**config.mk**
```make
export PLATFORM = sky130hd
export DESIGN_NAME = timer_b_top
export DESIGN_NICKNAME = d
export VERILOG_FILES = /design/src/logic/timer_b_pkg.sv /design/src/logic/timer_b_prescaler.sv /design/src/logic/timer_b_top.sv
export SDC_FILE = /design/constraint.sdc
export NUM_CORES = 1
export LEC_CHECK = 0
export ABC_AREA = 1
export BUFFER_PORTS_ARGS = -buffer_cell sky130_fd_sc_hd__buf_4
export CAP_MARGIN = 20
export CELL_PAD_IN_SITES_DETAIL_PLACEMENT = 0
export CELL_PAD_IN_SITES_GLOBAL_PLACEMENT = 1
export CORE_ASPECT_RATIO = 0.6
export CORE_UTILIZATION = 39
export CTS_CLUSTER_DIAMETER = 150
export DETAILED_ROUTE_END_ITERATION = 10
export PLACE_DENSITY = 0.85
export SKIP_LAST_GASP = 1
export SLEW_MARGIN = 0
export SYNTH_ARGS = -nofsm -noshare
export SYNTH_HDL_FRONTEND = slang
export SYNTH_HIERARCHICAL = 1
export SYNTH_SLANG_ARGS = --single-unit
```
**constraint.sdc**
```tcl
create_clock -name clk_i -period 2.9 [get_ports clk_i]
set_clock_uncertainty 0.1 [all_clocks]
set_input_delay 0.145 -clock clk_i [delete_from_list [all_inputs] [get_ports clk_i]]
set_output_delay 0.145 -clock clk_i [all_outputs]
set_load 0.01 [all_outputs]
```
**src/logic/timer_b_pkg.sv**
```systemverilog
// Constants of the timer B block: register indices, field positions, reset values.
// Assumes a 32-bit classic Wishbone slave; byte address is four times the index.
//
// Overview of operation
// - Reading the count register returns the low eight counter bits.
// - Writing the count register loads the counter with shared high bits and data.
// - The counter decrements only while the run bit is one.
// - Non-stop, reload-select zero: underflow reloads 0x3FF and counting continues.
// - Non-stop, reload-select one: underflow reloads the programmed reload value.
// - One-shot mode counts down to zero, then stops.
// - Active-low bit one inverts the PWM output; zero leaves it active high.
// - PWM pin enable drives the pin with PWM, else the pin is plain I/O.
// - Prescaler ratio code selects division 1:2 up to 1:256 in powers of two.
// - Prescaler off bit one bypasses the prescaler; zero enables it.
// - External clock decrements on falling edge when edge-select is one, else rising.
// - Source-select one picks the external count input, zero the instruction clock.
// - Non-stop, reload-select one: the PWM frame period is the 10-bit reload value plus one.
// - PWM duty is shared high bits 3:2 above the duty low register.
// - Buzzer codes 0-7 pick prescaler taps, codes 8-15 pick counter bits 0-7.
// - Buzzer on bit one enables the buzzer output, zero holds it low.
// - The prescaler value register reads the live prescaler count, read-only.

`default_nettype none

package timer_b_pkg;

	// ------------------------------------------------------------
	// Register indices
	// ------------------------------------------------------------
	localparam int IDX_W = 6;
	localparam logic [5:0] COUNT_IDX = 6'h09;
	localparam logic [5:0] CTRL1_IDX = 6'h0A;
	localparam logic [5:0] CTRL2_IDX = 6'h0B;
	localparam logic [5:0] DUTY_IDX = 6'h0C;
	localparam logic [5:0] PSV_IDX = 6'h0D;
	localparam logic [5:0] BUZ_IDX = 6'h0E;
	localparam logic [5:0] HIGH_IDX = 6'h10;
	localparam logic [5:0] STAT_IDX = 6'h11;

	// ------------------------------------------------------------
	// Field positions
	// ------------------------------------------------------------
	localparam int RUN_BIT = 0;
	localparam int RELOAD_SEL_BIT = 1;
	localparam int ONE_SHOT_BIT = 2;
	localparam int ACTIVE_LOW_BIT = 6;
	localparam int PIN_EN_BIT = 7;
	localparam int RATIO_LSB = 0;
	localparam int PS_OFF_BIT = 3;
	localparam int EDGE_SEL_BIT = 4;
	localparam int SRC_SEL_BIT = 5;
	localparam int BUZ_ON_BIT = 7;
	localparam int HIGH_RELOAD_LSB = 6;
	localparam int HIGH_DUTY_LSB = 2;
	localparam int UF_FLAG_BIT = 0;

	// ------------------------------------------------------------
	// Widths and values
	// ------------------------------------------------------------
	localparam int CNT_W = 10;
	localparam logic [7:0] CTRL1_RST = 8'h00;
	localparam logic [7:0] CTRL2_RST = 8'h3F;
	localparam logic [7:0] BUZ_RST = 8'h0F;
	localparam logic [7:0] PS_RST = 8'hFF;
	localparam logic [7:0] BYTE_ZERO = 8'h00;
	localparam logic [9:0] CNT_MAX = 10'h3FF;
	localparam logic [9:0] CNT_ZERO = 10'h000;
	localparam logic [9:0] CNT_ONE = 10'h001;
	localparam logic [31:0] WORD_ZERO = 32'h0000_0000;

endpackage

`default_nettype wire

```
**src/logic/timer_b_prescaler.sv**
```systemverilog
// Eight-bit prescaler counter with power-of-two tick taps.
// Assumes event_i is a one-cycle pulse in the clk_i domain.

`default_nettype none

module timer_b_prescaler (
	// Clock and reset
	input wire logic clk_i,
	input wire logic rst_i,
	// Control
	input wire logic event_i,
	input wire logic off_i,
	input wire logic [2:0] ratio_i,
	// Results
	output logic tick_o,
	output logic [7:0] value_o
);
	import timer_b_pkg::*;

	typedef struct packed {
		logic [7:0] cnt;
	} ps_state_t;

	ps_state_t s_reg;
	ps_state_t s_next;
	logic [7:0] tap_mask;

	// division ratio
	// A tick when the low ratio+1 bits are all ones and wrap on this event
	always_comb begin
		s_next = s_reg;
		tap_mask = 8'(({1'b0, 8'h01} << ({1'b0, ratio_i} + 4'h1)) - 9'h001);
		tick_o = 1'b0;
		if (off_i) begin
			s_next.cnt = PS_RST;
		end else if (event_i) begin
			s_next.cnt = s_reg.cnt + 8'h01;
			tick_o = (s_reg.cnt & tap_mask) == tap_mask;
		end
	end

	always_ff @(posedge clk_i) begin
		if (rst_i) begin
			s_reg <= '{cnt: PS_RST};
		end else begin
			s_reg <= s_next;
		end
	end

	assign value_o = s_reg.cnt;

endmodule // timer_b_prescaler

`default_nettype wire

```
**src/logic/timer_b_top.sv**
```systemverilog
// Timer B: 10-bit down counter with prescaler, PWM pin and buzzer output.
// Assumes a classic Wishbone master on clk_i and an asynchronous external count pin.
//
// Added by the designer: register access over Wishbone.

`default_nettype none

module timer_b_top (
	// Clock and reset
	input wire logic clk_i,
	input wire logic rst_i,
	// Wishbone slave
	input wire logic wb_cyc_i,
	input wire logic wb_stb_i,
	input wire logic wb_we_i,
	input wire logic [7:0] wb_adr_i,
	input wire logic [3:0] wb_sel_i,
	input wire logic [31:0] wb_dat_i,
	output logic [31:0] wb_dat_o,
	output logic wb_ack_o,
	// Clock sources
	input wire logic instr_tick_i,
	input wire logic external_count_input_i,
	// General-purpose side of the shared pin
	input wire logic gpio_out_i,
	input wire logic gpio_oe_i,
	// Pin, buzzer and underflow flag
	output logic pwm_b_port_pin_o,
	output logic pwm_b_port_pin_oe_o,
	output logic buzzer_b_o,
	output logic underflow_flag_o
);
	import timer_b_pkg::*;

	typedef struct packed {
		logic ack;
		logic [31:0] rdat;
		logic [7:0] timer_b_control_one;
		logic [7:0] timer_b_control_two;
		logic [7:0] pwm_b_duty_low;
		logic [7:0] buzzer_b_control;
		logic [7:0] shared_high_bits;
		logic [7:0] reload_low;
		logic [CNT_W-1:0] cnt;
		logic uf_flag;
		logic [2:0] ext_sync;
		logic pin;
		logic pin_oe;
		logic buzz;
	} top_state_t;

	top_state_t s_reg;
	top_state_t s_next;

	logic ps_tick;
	logic [7:0] prescaler_b_value;
	logic src_event;
	logic dec_tick;
	logic ext_rise;
	logic ext_fall;
	logic req;
	logic wr;
	logic [IDX_W-1:0] idx;
	logic underflow;
	logic pwm_raw;
	logic [CNT_W-1:0] reload_val;
	logic [CNT_W-1:0] duty_val;
	logic [7:0] rd_byte;
	logic [3:0] bsel;

	// ------------------------------------------------------------
	// Prescaler
	// ------------------------------------------------------------
	timer_b_prescaler u_prescaler (
		.clk_i(clk_i),
		.rst_i(rst_i),
		.event_i(src_event),
		.off_i(s_reg.timer_b_control_two[PS_OFF_BIT]),
		.ratio_i(s_reg.timer_b_control_two[RATIO_LSB+2:RATIO_LSB]),
		.tick_o(ps_tick),
		.value_o(prescaler_b_value)
	);

	// ------------------------------------------------------------
	// Next state
	// ------------------------------------------------------------
	always_comb begin
		s_next = s_reg;
		idx = wb_adr_i[IDX_W+1:2];
		req = wb_cyc_i & wb_stb_i;
		// Write takes effect at the edge that samples ack high
		wr = req & wb_we_i & s_reg.ack & wb_sel_i[0];
		s_next.ack = req & ~s_reg.ack;

		// External pin: first stage feeds only the second
		s_next.ext_sync = {s_reg.ext_sync[1:0], external_count_input_i};
		ext_rise = s_reg.ext_sync[1] & ~s_reg.ext_sync[2];
		ext_fall = ~s_reg.ext_sync[1] & s_reg.ext_sync[2];

		if (s_reg.timer_b_control_two[SRC_SEL_BIT]) begin
			src_event = s_reg.timer_b_control_two[EDGE_SEL_BIT] ? ext_fall : ext_rise;
		end else begin
			src_event = instr_tick_i;
		end
		dec_tick = s_reg.timer_b_control_two[PS_OFF_BIT] ? src_event : ps_tick;

		reload_val = {s_reg.shared_high_bits[HIGH_RELOAD_LSB+1:HIGH_RELOAD_LSB], s_reg.reload_low};
		// duty from shared bits and duty low
		duty_val = {s_reg.shared_high_bits[HIGH_DUTY_LSB+1:HIGH_DUTY_LSB], s_reg.pwm_b_duty_low};

		unique case (idx)
			COUNT_IDX: rd_byte = s_reg.cnt[7:0];
			CTRL1_IDX: rd_byte = s_reg.timer_b_control_one;
			CTRL2_IDX: rd_byte = s_reg.timer_b_control_two;
			PSV_IDX: rd_byte = prescaler_b_value;
			HIGH_IDX: rd_byte = s_reg.shared_high_bits;
			STAT_IDX: rd_byte = {7'h00, s_reg.uf_flag};
			default: rd_byte = BYTE_ZERO;
		endcase
		if (req & ~s_reg.ack) begin
			s_next.rdat = {24'h00_0000, rd_byte};
		end

		// Counter
		underflow = 1'b0;
		if (wr && idx == COUNT_IDX) begin
			s_next.reload_low = wb_dat_i[7:0];
			s_next.cnt = {s_reg.shared_high_bits[HIGH_RELOAD_LSB+1:HIGH_RELOAD_LSB], wb_dat_i[7:0]};
		end else if (s_reg.timer_b_control_one[RUN_BIT] && dec_tick) begin
			if (s_reg.cnt == CNT_ZERO) begin
				underflow = 1'b1;
				if (s_reg.timer_b_control_one[ONE_SHOT_BIT]) begin
					s_next.timer_b_control_one[RUN_BIT] = 1'b0;
				end else if (s_reg.timer_b_control_one[RELOAD_SEL_BIT]) begin
					s_next.cnt = reload_val;
				end else begin
					s_next.cnt = CNT_MAX;
				end
			end else begin
				s_next.cnt = s_reg.cnt - CNT_ONE;
			end
		end

		// Register writes; software write beats the one-shot stop
		if (wr) begin
			unique case (idx)
				CTRL1_IDX: s_next.timer_b_control_one = wb_dat_i[7:0];
				// ratio written as given, whether prescaler off or on
				CTRL2_IDX: s_next.timer_b_control_two = wb_dat_i[7:0];
				DUTY_IDX: s_next.pwm_b_duty_low = wb_dat_i[7:0];
				BUZ_IDX: s_next.buzzer_b_control = wb_dat_i[7:0];
				HIGH_IDX: s_next.shared_high_bits = wb_dat_i[7:0];
				default: ;
			endcase
		end

		// sticky underflow flag, set beats clear
		s_next.uf_flag = (s_reg.uf_flag & ~(wr && idx == STAT_IDX && wb_dat_i[UF_FLAG_BIT])) | underflow;

		pwm_raw = (s_reg.cnt < duty_val) ^ s_reg.timer_b_control_one[ACTIVE_LOW_BIT];
		if (s_reg.timer_b_control_one[PIN_EN_BIT]) begin
			s_next.pin = pwm_raw;
			s_next.pin_oe = 1'b1;
		end else begin
			s_next.pin = gpio_out_i;
			s_next.pin_oe = gpio_oe_i;
		end

		bsel = s_reg.buzzer_b_control[3:0];
		s_next.buzz = s_reg.buzzer_b_control[BUZ_ON_BIT]
			& (bsel[3] ? s_reg.cnt[bsel[2:0]] : prescaler_b_value[bsel[2:0]]);
	end

	// ------------------------------------------------------------
	// State register
	// ------------------------------------------------------------
	always_ff @(posedge clk_i) begin
		if (rst_i) begin
			s_reg <= '{
				ack: 1'b0,
				rdat: WORD_ZERO,
				timer_b_control_one: CTRL1_RST,
				timer_b_control_two: CTRL2_RST,
				pwm_b_duty_low: BYTE_ZERO,
				buzzer_b_control: BUZ_RST,
				shared_high_bits: BYTE_ZERO,
				reload_low: BYTE_ZERO,
				cnt: CNT_ZERO,
				uf_flag: 1'b0,
				ext_sync: 3'h0,
				pin: 1'b0,
				pin_oe: 1'b0,
				buzz: 1'b0
			};
		end else begin
			s_reg <= s_next;
		end
	end

	assign wb_ack_o = s_reg.ack;
	assign wb_dat_o = s_reg.rdat;
	assign pwm_b_port_pin_o = s_reg.pin;
	assign pwm_b_port_pin_oe_o = s_reg.pin_oe;
	assign buzzer_b_o = s_reg.buzz;
	assign underflow_flag_o = s_reg.uf_flag;
endmodule // timer_b_top

`default_nettype wire
```
==> results of run 1 <==
## cell usage in the layout, fill, tap and decap left out, types with 3 or more instances in the layout
master / n
nor2_4: 6
o211ai_1: 5
nand2_2: 5
clkbuf_16: 9
conb_1: 25
buf_4: 39
nand3_1: 59
nor2_1: 80
o21ai_0: 41
nand3_2: 4
dlygate4sd3_1: 3
nand4_1: 4
o21ai_1: 27
dfxtp_1: 79
inv_2: 12
a21oi_1: 54
nand2_1: 150
nor2_2: 6
ha_1: 12
inv_1: 64
o22ai_1: 4
## kinds of logic (layout without fill, tap and decap cells)
group | after synthesis | in the layout | synth area share
AO/OA/AOI/OAI | 138 | 138 | 0.1606
XOR/XNOR | 2 | 2 | 0.003870
adder cells (fa/ha/maj) | 12 | 12 | 0.03317
buffers and inverters | 124 | 135 | 0.1338
flip-flops | 79 | 79 | 0.3494
other | 2 | 25 | 0.001659
AND/OR/NAND/NOR | 322 | 322 | 0.3176
## where the power goes
| part | switching [mW] | internal, mW |
|---|---|---|
| clock | 0.466 | 0.721 |
| sequential | 0.00238 | 1.09 |
| combinational | 0.0919 | 0.0432 |
## per-layer routing
layer | global-route usage | part of all wire | wire length [µm] | up-vias
li1 | - | - | - | 2211
met1 | 0.3677 | 0.53 | 7045 | 2077
met2 | 0.3051 | 0.37 | 4896 | 189
met3 | 0.06433 | 0.099 | 1319 | 13
met4 | 0.04644 | 0.0076 | 101 | 0
met5 | 0 | 0 | 0 | -
## path summary, 6_finish.rpt
kind          endpoint  slack [ns]   startpoint
max           s_reg[7]        0.34    s_reg[51]
max reg2reg   s_reg[7]        0.34    s_reg[51]
min reg2reg  s_next[5]        0.31    s_next[4]
min          s_reg[63]        0.02  wb_dat_i[6]
## timing repair
action	4_1_cts	5_1_grt
gates resized for setup	0	1
hold buffers	3	0
endpoints found under the setup margin	0	2
hold endpoints to repair	3	0
## layout make-up
| cell class | instances | area, µm² |
|---|---|---|
| Fill cell | 1190 | 6157 |
| Multi-Input combinational cell | 499 | 2431 |
| Sequential cell | 79 | 1582 |
| Timing Repair Buffer | 42 | 322.8 |
| Inverter | 77 | 289.0 |
| Clock buffer | 11 | 252.7 |
| Tap cell | 160 | 200.2 |
| Clock inverter | 5 | 63.81 |
## worst max-delay path, cell delays in order, from the launching register on
cell,delay [ns]
dfxtp_1,0.35
inv_1,0.20
nand3_1,0.11
ha_1,0.28
nor2_1,0.04
nor2_1,0.10
nand2_1,0.05
nor2_1,0.08
nand2_1,0.05
nor2_1,0.09
nor2_1,0.06
nor2_1,0.21
nand3_2,0.31
nand2_4,0.24
nand2_1,0.08
a21oi_1,0.13
==> results_dict.tcl, run 1 <==
set metrics [dict create \
    status "completed" \
    synth_edf_count 0 \
    synth.distinct_cells 35 \
    fin_area_um2 5141 \
    min_path_type "input pin to register" \
    setup_tns_ns 0 \
    synth_seq_cells 79 \
    synth_cells 679 \
    drc_errors 0 \
    whs_path_depth 3 \
    hold_ws_ns 0.01797 \
    gp_congestion 0.9492 \
    r2r_cells 15 \
    die_area_um2 12060 \
    hpwl_mm 10.22 \
    grt_pass1_vias 3933 \
    start_util 0.4007 \
    grt.total_usage 0.2336 \
    ys_seq_area_frac 0.3494 \
    cts_setup_buffers 0 \
    finalNetCount 773 \
    rsz0062_at_grt "no" \
    pre_cts_slack_ns 0.3672 \
    tightest_slew_ns 0.9304 \
    layout_setup_ws_ns 0.3366 \
    cp-end-kind "register" \
    peakVddDrop_uv 275.4 \
    final_core_util 0.4550 \
    core_um2 11300 \
    yosysTopAreaCellShare 0.3494 \
    synth_common_cells "150 x nand2_1, 80 x nor2_1, 79 x dfxtp_1" \
    drive_gt1_frac 0.1318 \
    clkLatencyLatePin_ns 0.34 \
    drt_wl_total_mm 13.36 \
    fin_crit_ns 2.563 \
    drv_cap 0 \
    die_h_um 85.46 \
    yosysWarnings 6 \
    grt_max_degree 42 \
    slew_viol_final 0 \
    antenna_found_initial 0 \
    cp-start-kind "register" \
    fin_cells 873 \
    cts_made_buffers 9 \
    synth_most_common_cell "nand2_1" \
    cts_max_path_buffers 2 \
    p_leak_nw 2.358 \
    grt_overflow 0 \
    path_clk_slew_ns 0.06 \
    fin_crit_sh 0.8839 \
    ant_nets 0 \
    hold_viol_final 0 \
    critical_path_required_ns 3.07 \
    syn_area_per_cell_um2 6.667 \
    fmax_ghz 0.3901 \
    vias_per_cell 5.143 \
    grt_pass1_wl_mm 21.08 \
    drt_pre_antenna_iters 5 \
    synth.cell_area_um2 4527 \
    io_pins 90 \
    synth_flop_cell "dfxtp_1" \
    max_slew_margin 0.3790 \
    area_growth_pct 13.57 \
    critPathKind "register to register" \
    place_area_um2 4790 \
    dr.first_iter.drc_count 443 \
    asyncSetResetFlopFracSynth 0 \
    finalPower_mw 2.414 \
    h-tree-depth 3 \
    num_rows 30 \
    largest_reg_flops 32 \
    die_x_um 141.1 \
    diodes 0 \
    worstPathMaxFanout 11 \
    vias 4490 \
    placedCellCount 854 \
    wl_per_cell_um 15.31 \
    synth_largest_area_cell "dfxtp_1" \
    power.density_nw_per_um2 469.6 \
    cts-root-buf "clkbuf_16" \
    portBuffers 36 \
    cts_tree "yes" \
    finalSetupViolations 0 \
    synth.area.top_cells "dfxtp_1 35%, nand2_1 12%, nor2_1 6.6%" \
    clkSinkCount 79 \
    worstPathArrival_ns 2.73 \
]
Note: power is estimated with default switching activity, not from simulation.
==> run 2: changes to the inputs <==
--- a/config.mk
+++ b/config.mk
@@ -14,7 +14,9 @@
 export CORE_UTILIZATION = 39
 export CTS_CLUSTER_DIAMETER = 150
 export DETAILED_ROUTE_END_ITERATION = 10
+export HOLD_SLACK_MARGIN = 0.03
 export PLACE_DENSITY = 0.85
+export SKIP_CTS_REPAIR_TIMING = 1
 export SKIP_LAST_GASP = 1
 export SLEW_MARGIN = 0
 export SYNTH_ARGS = -nofsm -noshare
==> constraint.sdc (replaced) <==
create_clock -name clk_i -period 2.9 [get_ports clk_i]
set_clock_uncertainty 0.1 [all_clocks]
set_input_delay 0.145 -clock clk_i [delete_from_list [all_inputs] [get_ports clk_i]]
set_output_delay 0.145 -clock clk_i [all_outputs]
set_load 0.1 [all_outputs]
==> results_dict.tcl, run 2 (synthesis results as in run 1) <==
set metrics [dict create \
    peakVddDrop_uv 277.8 \
    diodes 0 \
    layout_setup_ws_ns 0.3052 \
    antenna_found_initial 0 \
    place_area_um2 4790 \
    vias_per_cell 5.082 \
    grt_max_degree 42 \
    finalNetCount 774 \
    fill_cells 1189 \
    cts_made_buffers 9 \
    min_from "wb_dat_i[6]" \
    fmax_ghz 0.3854 \
    die_x_um 141.1 \
    rsz0062_at_grt "no" \
    cp.depth 15 \
    grt_pass1_wl_mm 21.01 \
    cts-root-buf "clkbuf_16" \
    ant_nets 0 \
    hpwl_mm 10.22 \
    clkSinkCount 79 \
    finalPower_mw 2.558 \
    critPathBufInv 1 \
    max_stage_delay_ns 0.35 \
    worstPathArrival_ns 2.76 \
    cts_tree "yes" \
    die_h_um 85.46 \
    pre_cts_slack_ns 0.3672 \
    drv_cap 0 \
    vias 4442 \
    largest_reg_flops 32 \
    max_slew_margin 0.3904 \
    die_area_um2 12060 \
    hold_viol_final 0 \
    cp-end-kind "register" \
    p_leak_nw 2.362 \
    mostFrequentLayoutCell "nand2_1" \
    slew_viol_final 0 \
    power.density_nw_per_um2 496.6 \
    wl_per_cell_um 15.32 \
    critical_path_required_ns 3.07 \
    fin_crit_ns 2.595 \
    drive_gt1_frac 0.1317 \
    seq_area_um2 1582 \
    portBuffers 36 \
    slowest_stage "dfxtp_1" \
    hold_ws_ns 0.01208 \
    critPathKind "register to register" \
    fin_area_um2 5151 \
    final_core_util 0.4559 \
    crit_top_cell "nor2_1" \
    min_path_type "input pin to register" \
    grt_overflow 0 \
    grt_pass1_vias 3916 \
    r2r_cells 15 \
    clkLatencyLatePin_ns 0.34 \
    setup_tns_ns 0 \
    drt_wl_total_mm 13.39 \
    core_um2 11300 \
    critical_path.top_delay_family "simple AND/OR/NAND/NOR gates" \
    cp-startpoint "s_reg[51]" \
    gp_congestion 0.9492 \
    area_growth_pct 13.79 \
    cp-start-kind "register" \
    regToRegSetupSlack_ns 0.31 \
    placedCellCount 854 \
    tightest_slew_ns 0.9134 \
    whs_path_depth 3 \
    drt_pre_antenna_iters 5 \
    fin_cells 874 \
    multi_input_area_um2 2431 \
    grt.total_usage 0.2328 \
    path_clk_slew_ns 0.06 \
    status "completed" \
    start_util 0.4007 \
    h-tree-depth 3 \
    dr.first_iter.drc_count 475 \
    worstReg2RegStart "s_reg[51]" \
    num_rows 30 \
    drc_errors 0 \
    worstPathMaxFanout 11 \
    mostFrequentLayoutCells "150 x nand2_1, 80 x nor2_1, 79 x dfxtp_1" \
    cp_cell_sequence "inv_1 -> nand3_1 -> ha_1 -> nor2_1 -> nor2_1 -> nand2_1 -> nor2_1 -> nand2_1 -> nor2_1 -> nor2_1 -> nor2_1 -> nand3_2 -> nand2_4 -> nand2_1 -> a21oi_1" \
    cts_max_path_buffers 2 \
    fin_crit_sh 0.8948 \
    finalSetupViolations 0 \
    io_pins 90 \
]
-- run 2: cell count changes in the layout (fill, tap and decap cells not counted) --
cell / change
dlygate4sd3_1: +1
-- run 2: layout make-up --
type | instances | share of cell area
clock inverters | 5 | 0.01239
inverters | 77 | 0.05611
clock buffers | 11 | 0.04906
multi-input cells | 499 | 0.4719
repair buffers | 43 | 0.06461
well taps | 160 | 0.03886
flip-flops and latches | 79 | 0.3070
-- run 2: final timing paths --
check | endpoint
max reg2reg | s_reg[7]
min reg2reg | s_next[5]
max | s_reg[7]
min | s_reg[63]
-- run 2: power breakdown --
| group | switching [mW] | internal (mW) |
|---|---|---|
| Clock | 0.465 | 0.721 |
| Sequential | 0.00238 | 1.09 |
| Combinational | 0.236 | 0.0443 |
| Total | 0.703 | 1.86 |
-- run 2: per-layer routing --
| layer | vias up | share of wire | track usage |
|---|---|---|---|
| met5 | - | 0 | 0 |
| met4 | 0 | 0.0087 | 0.04644 |
| met3 | 14 | 0.094 | 0.06377 |
| met2 | 191 | 0.37 | 0.3024 |
| met1 | 2018 | 0.53 | 0.3680 |
| li1 | 2219 | - | - |
-- run 2: worst register-to-register path, stage by stage, from the launching register on --
cell and delay, ns:
dfxtp_1 0.35, inv_1 0.21, nand3_1 0.11, ha_1 0.28
nor2_1 0.04, nor2_1 0.10, nand2_1 0.05, nor2_1 0.08
nand2_1 0.05, nor2_1 0.09, nor2_1 0.06, nor2_1 0.21
nand3_2 0.32, nand2_4 0.25, nand2_1 0.08, a21oi_1 0.13
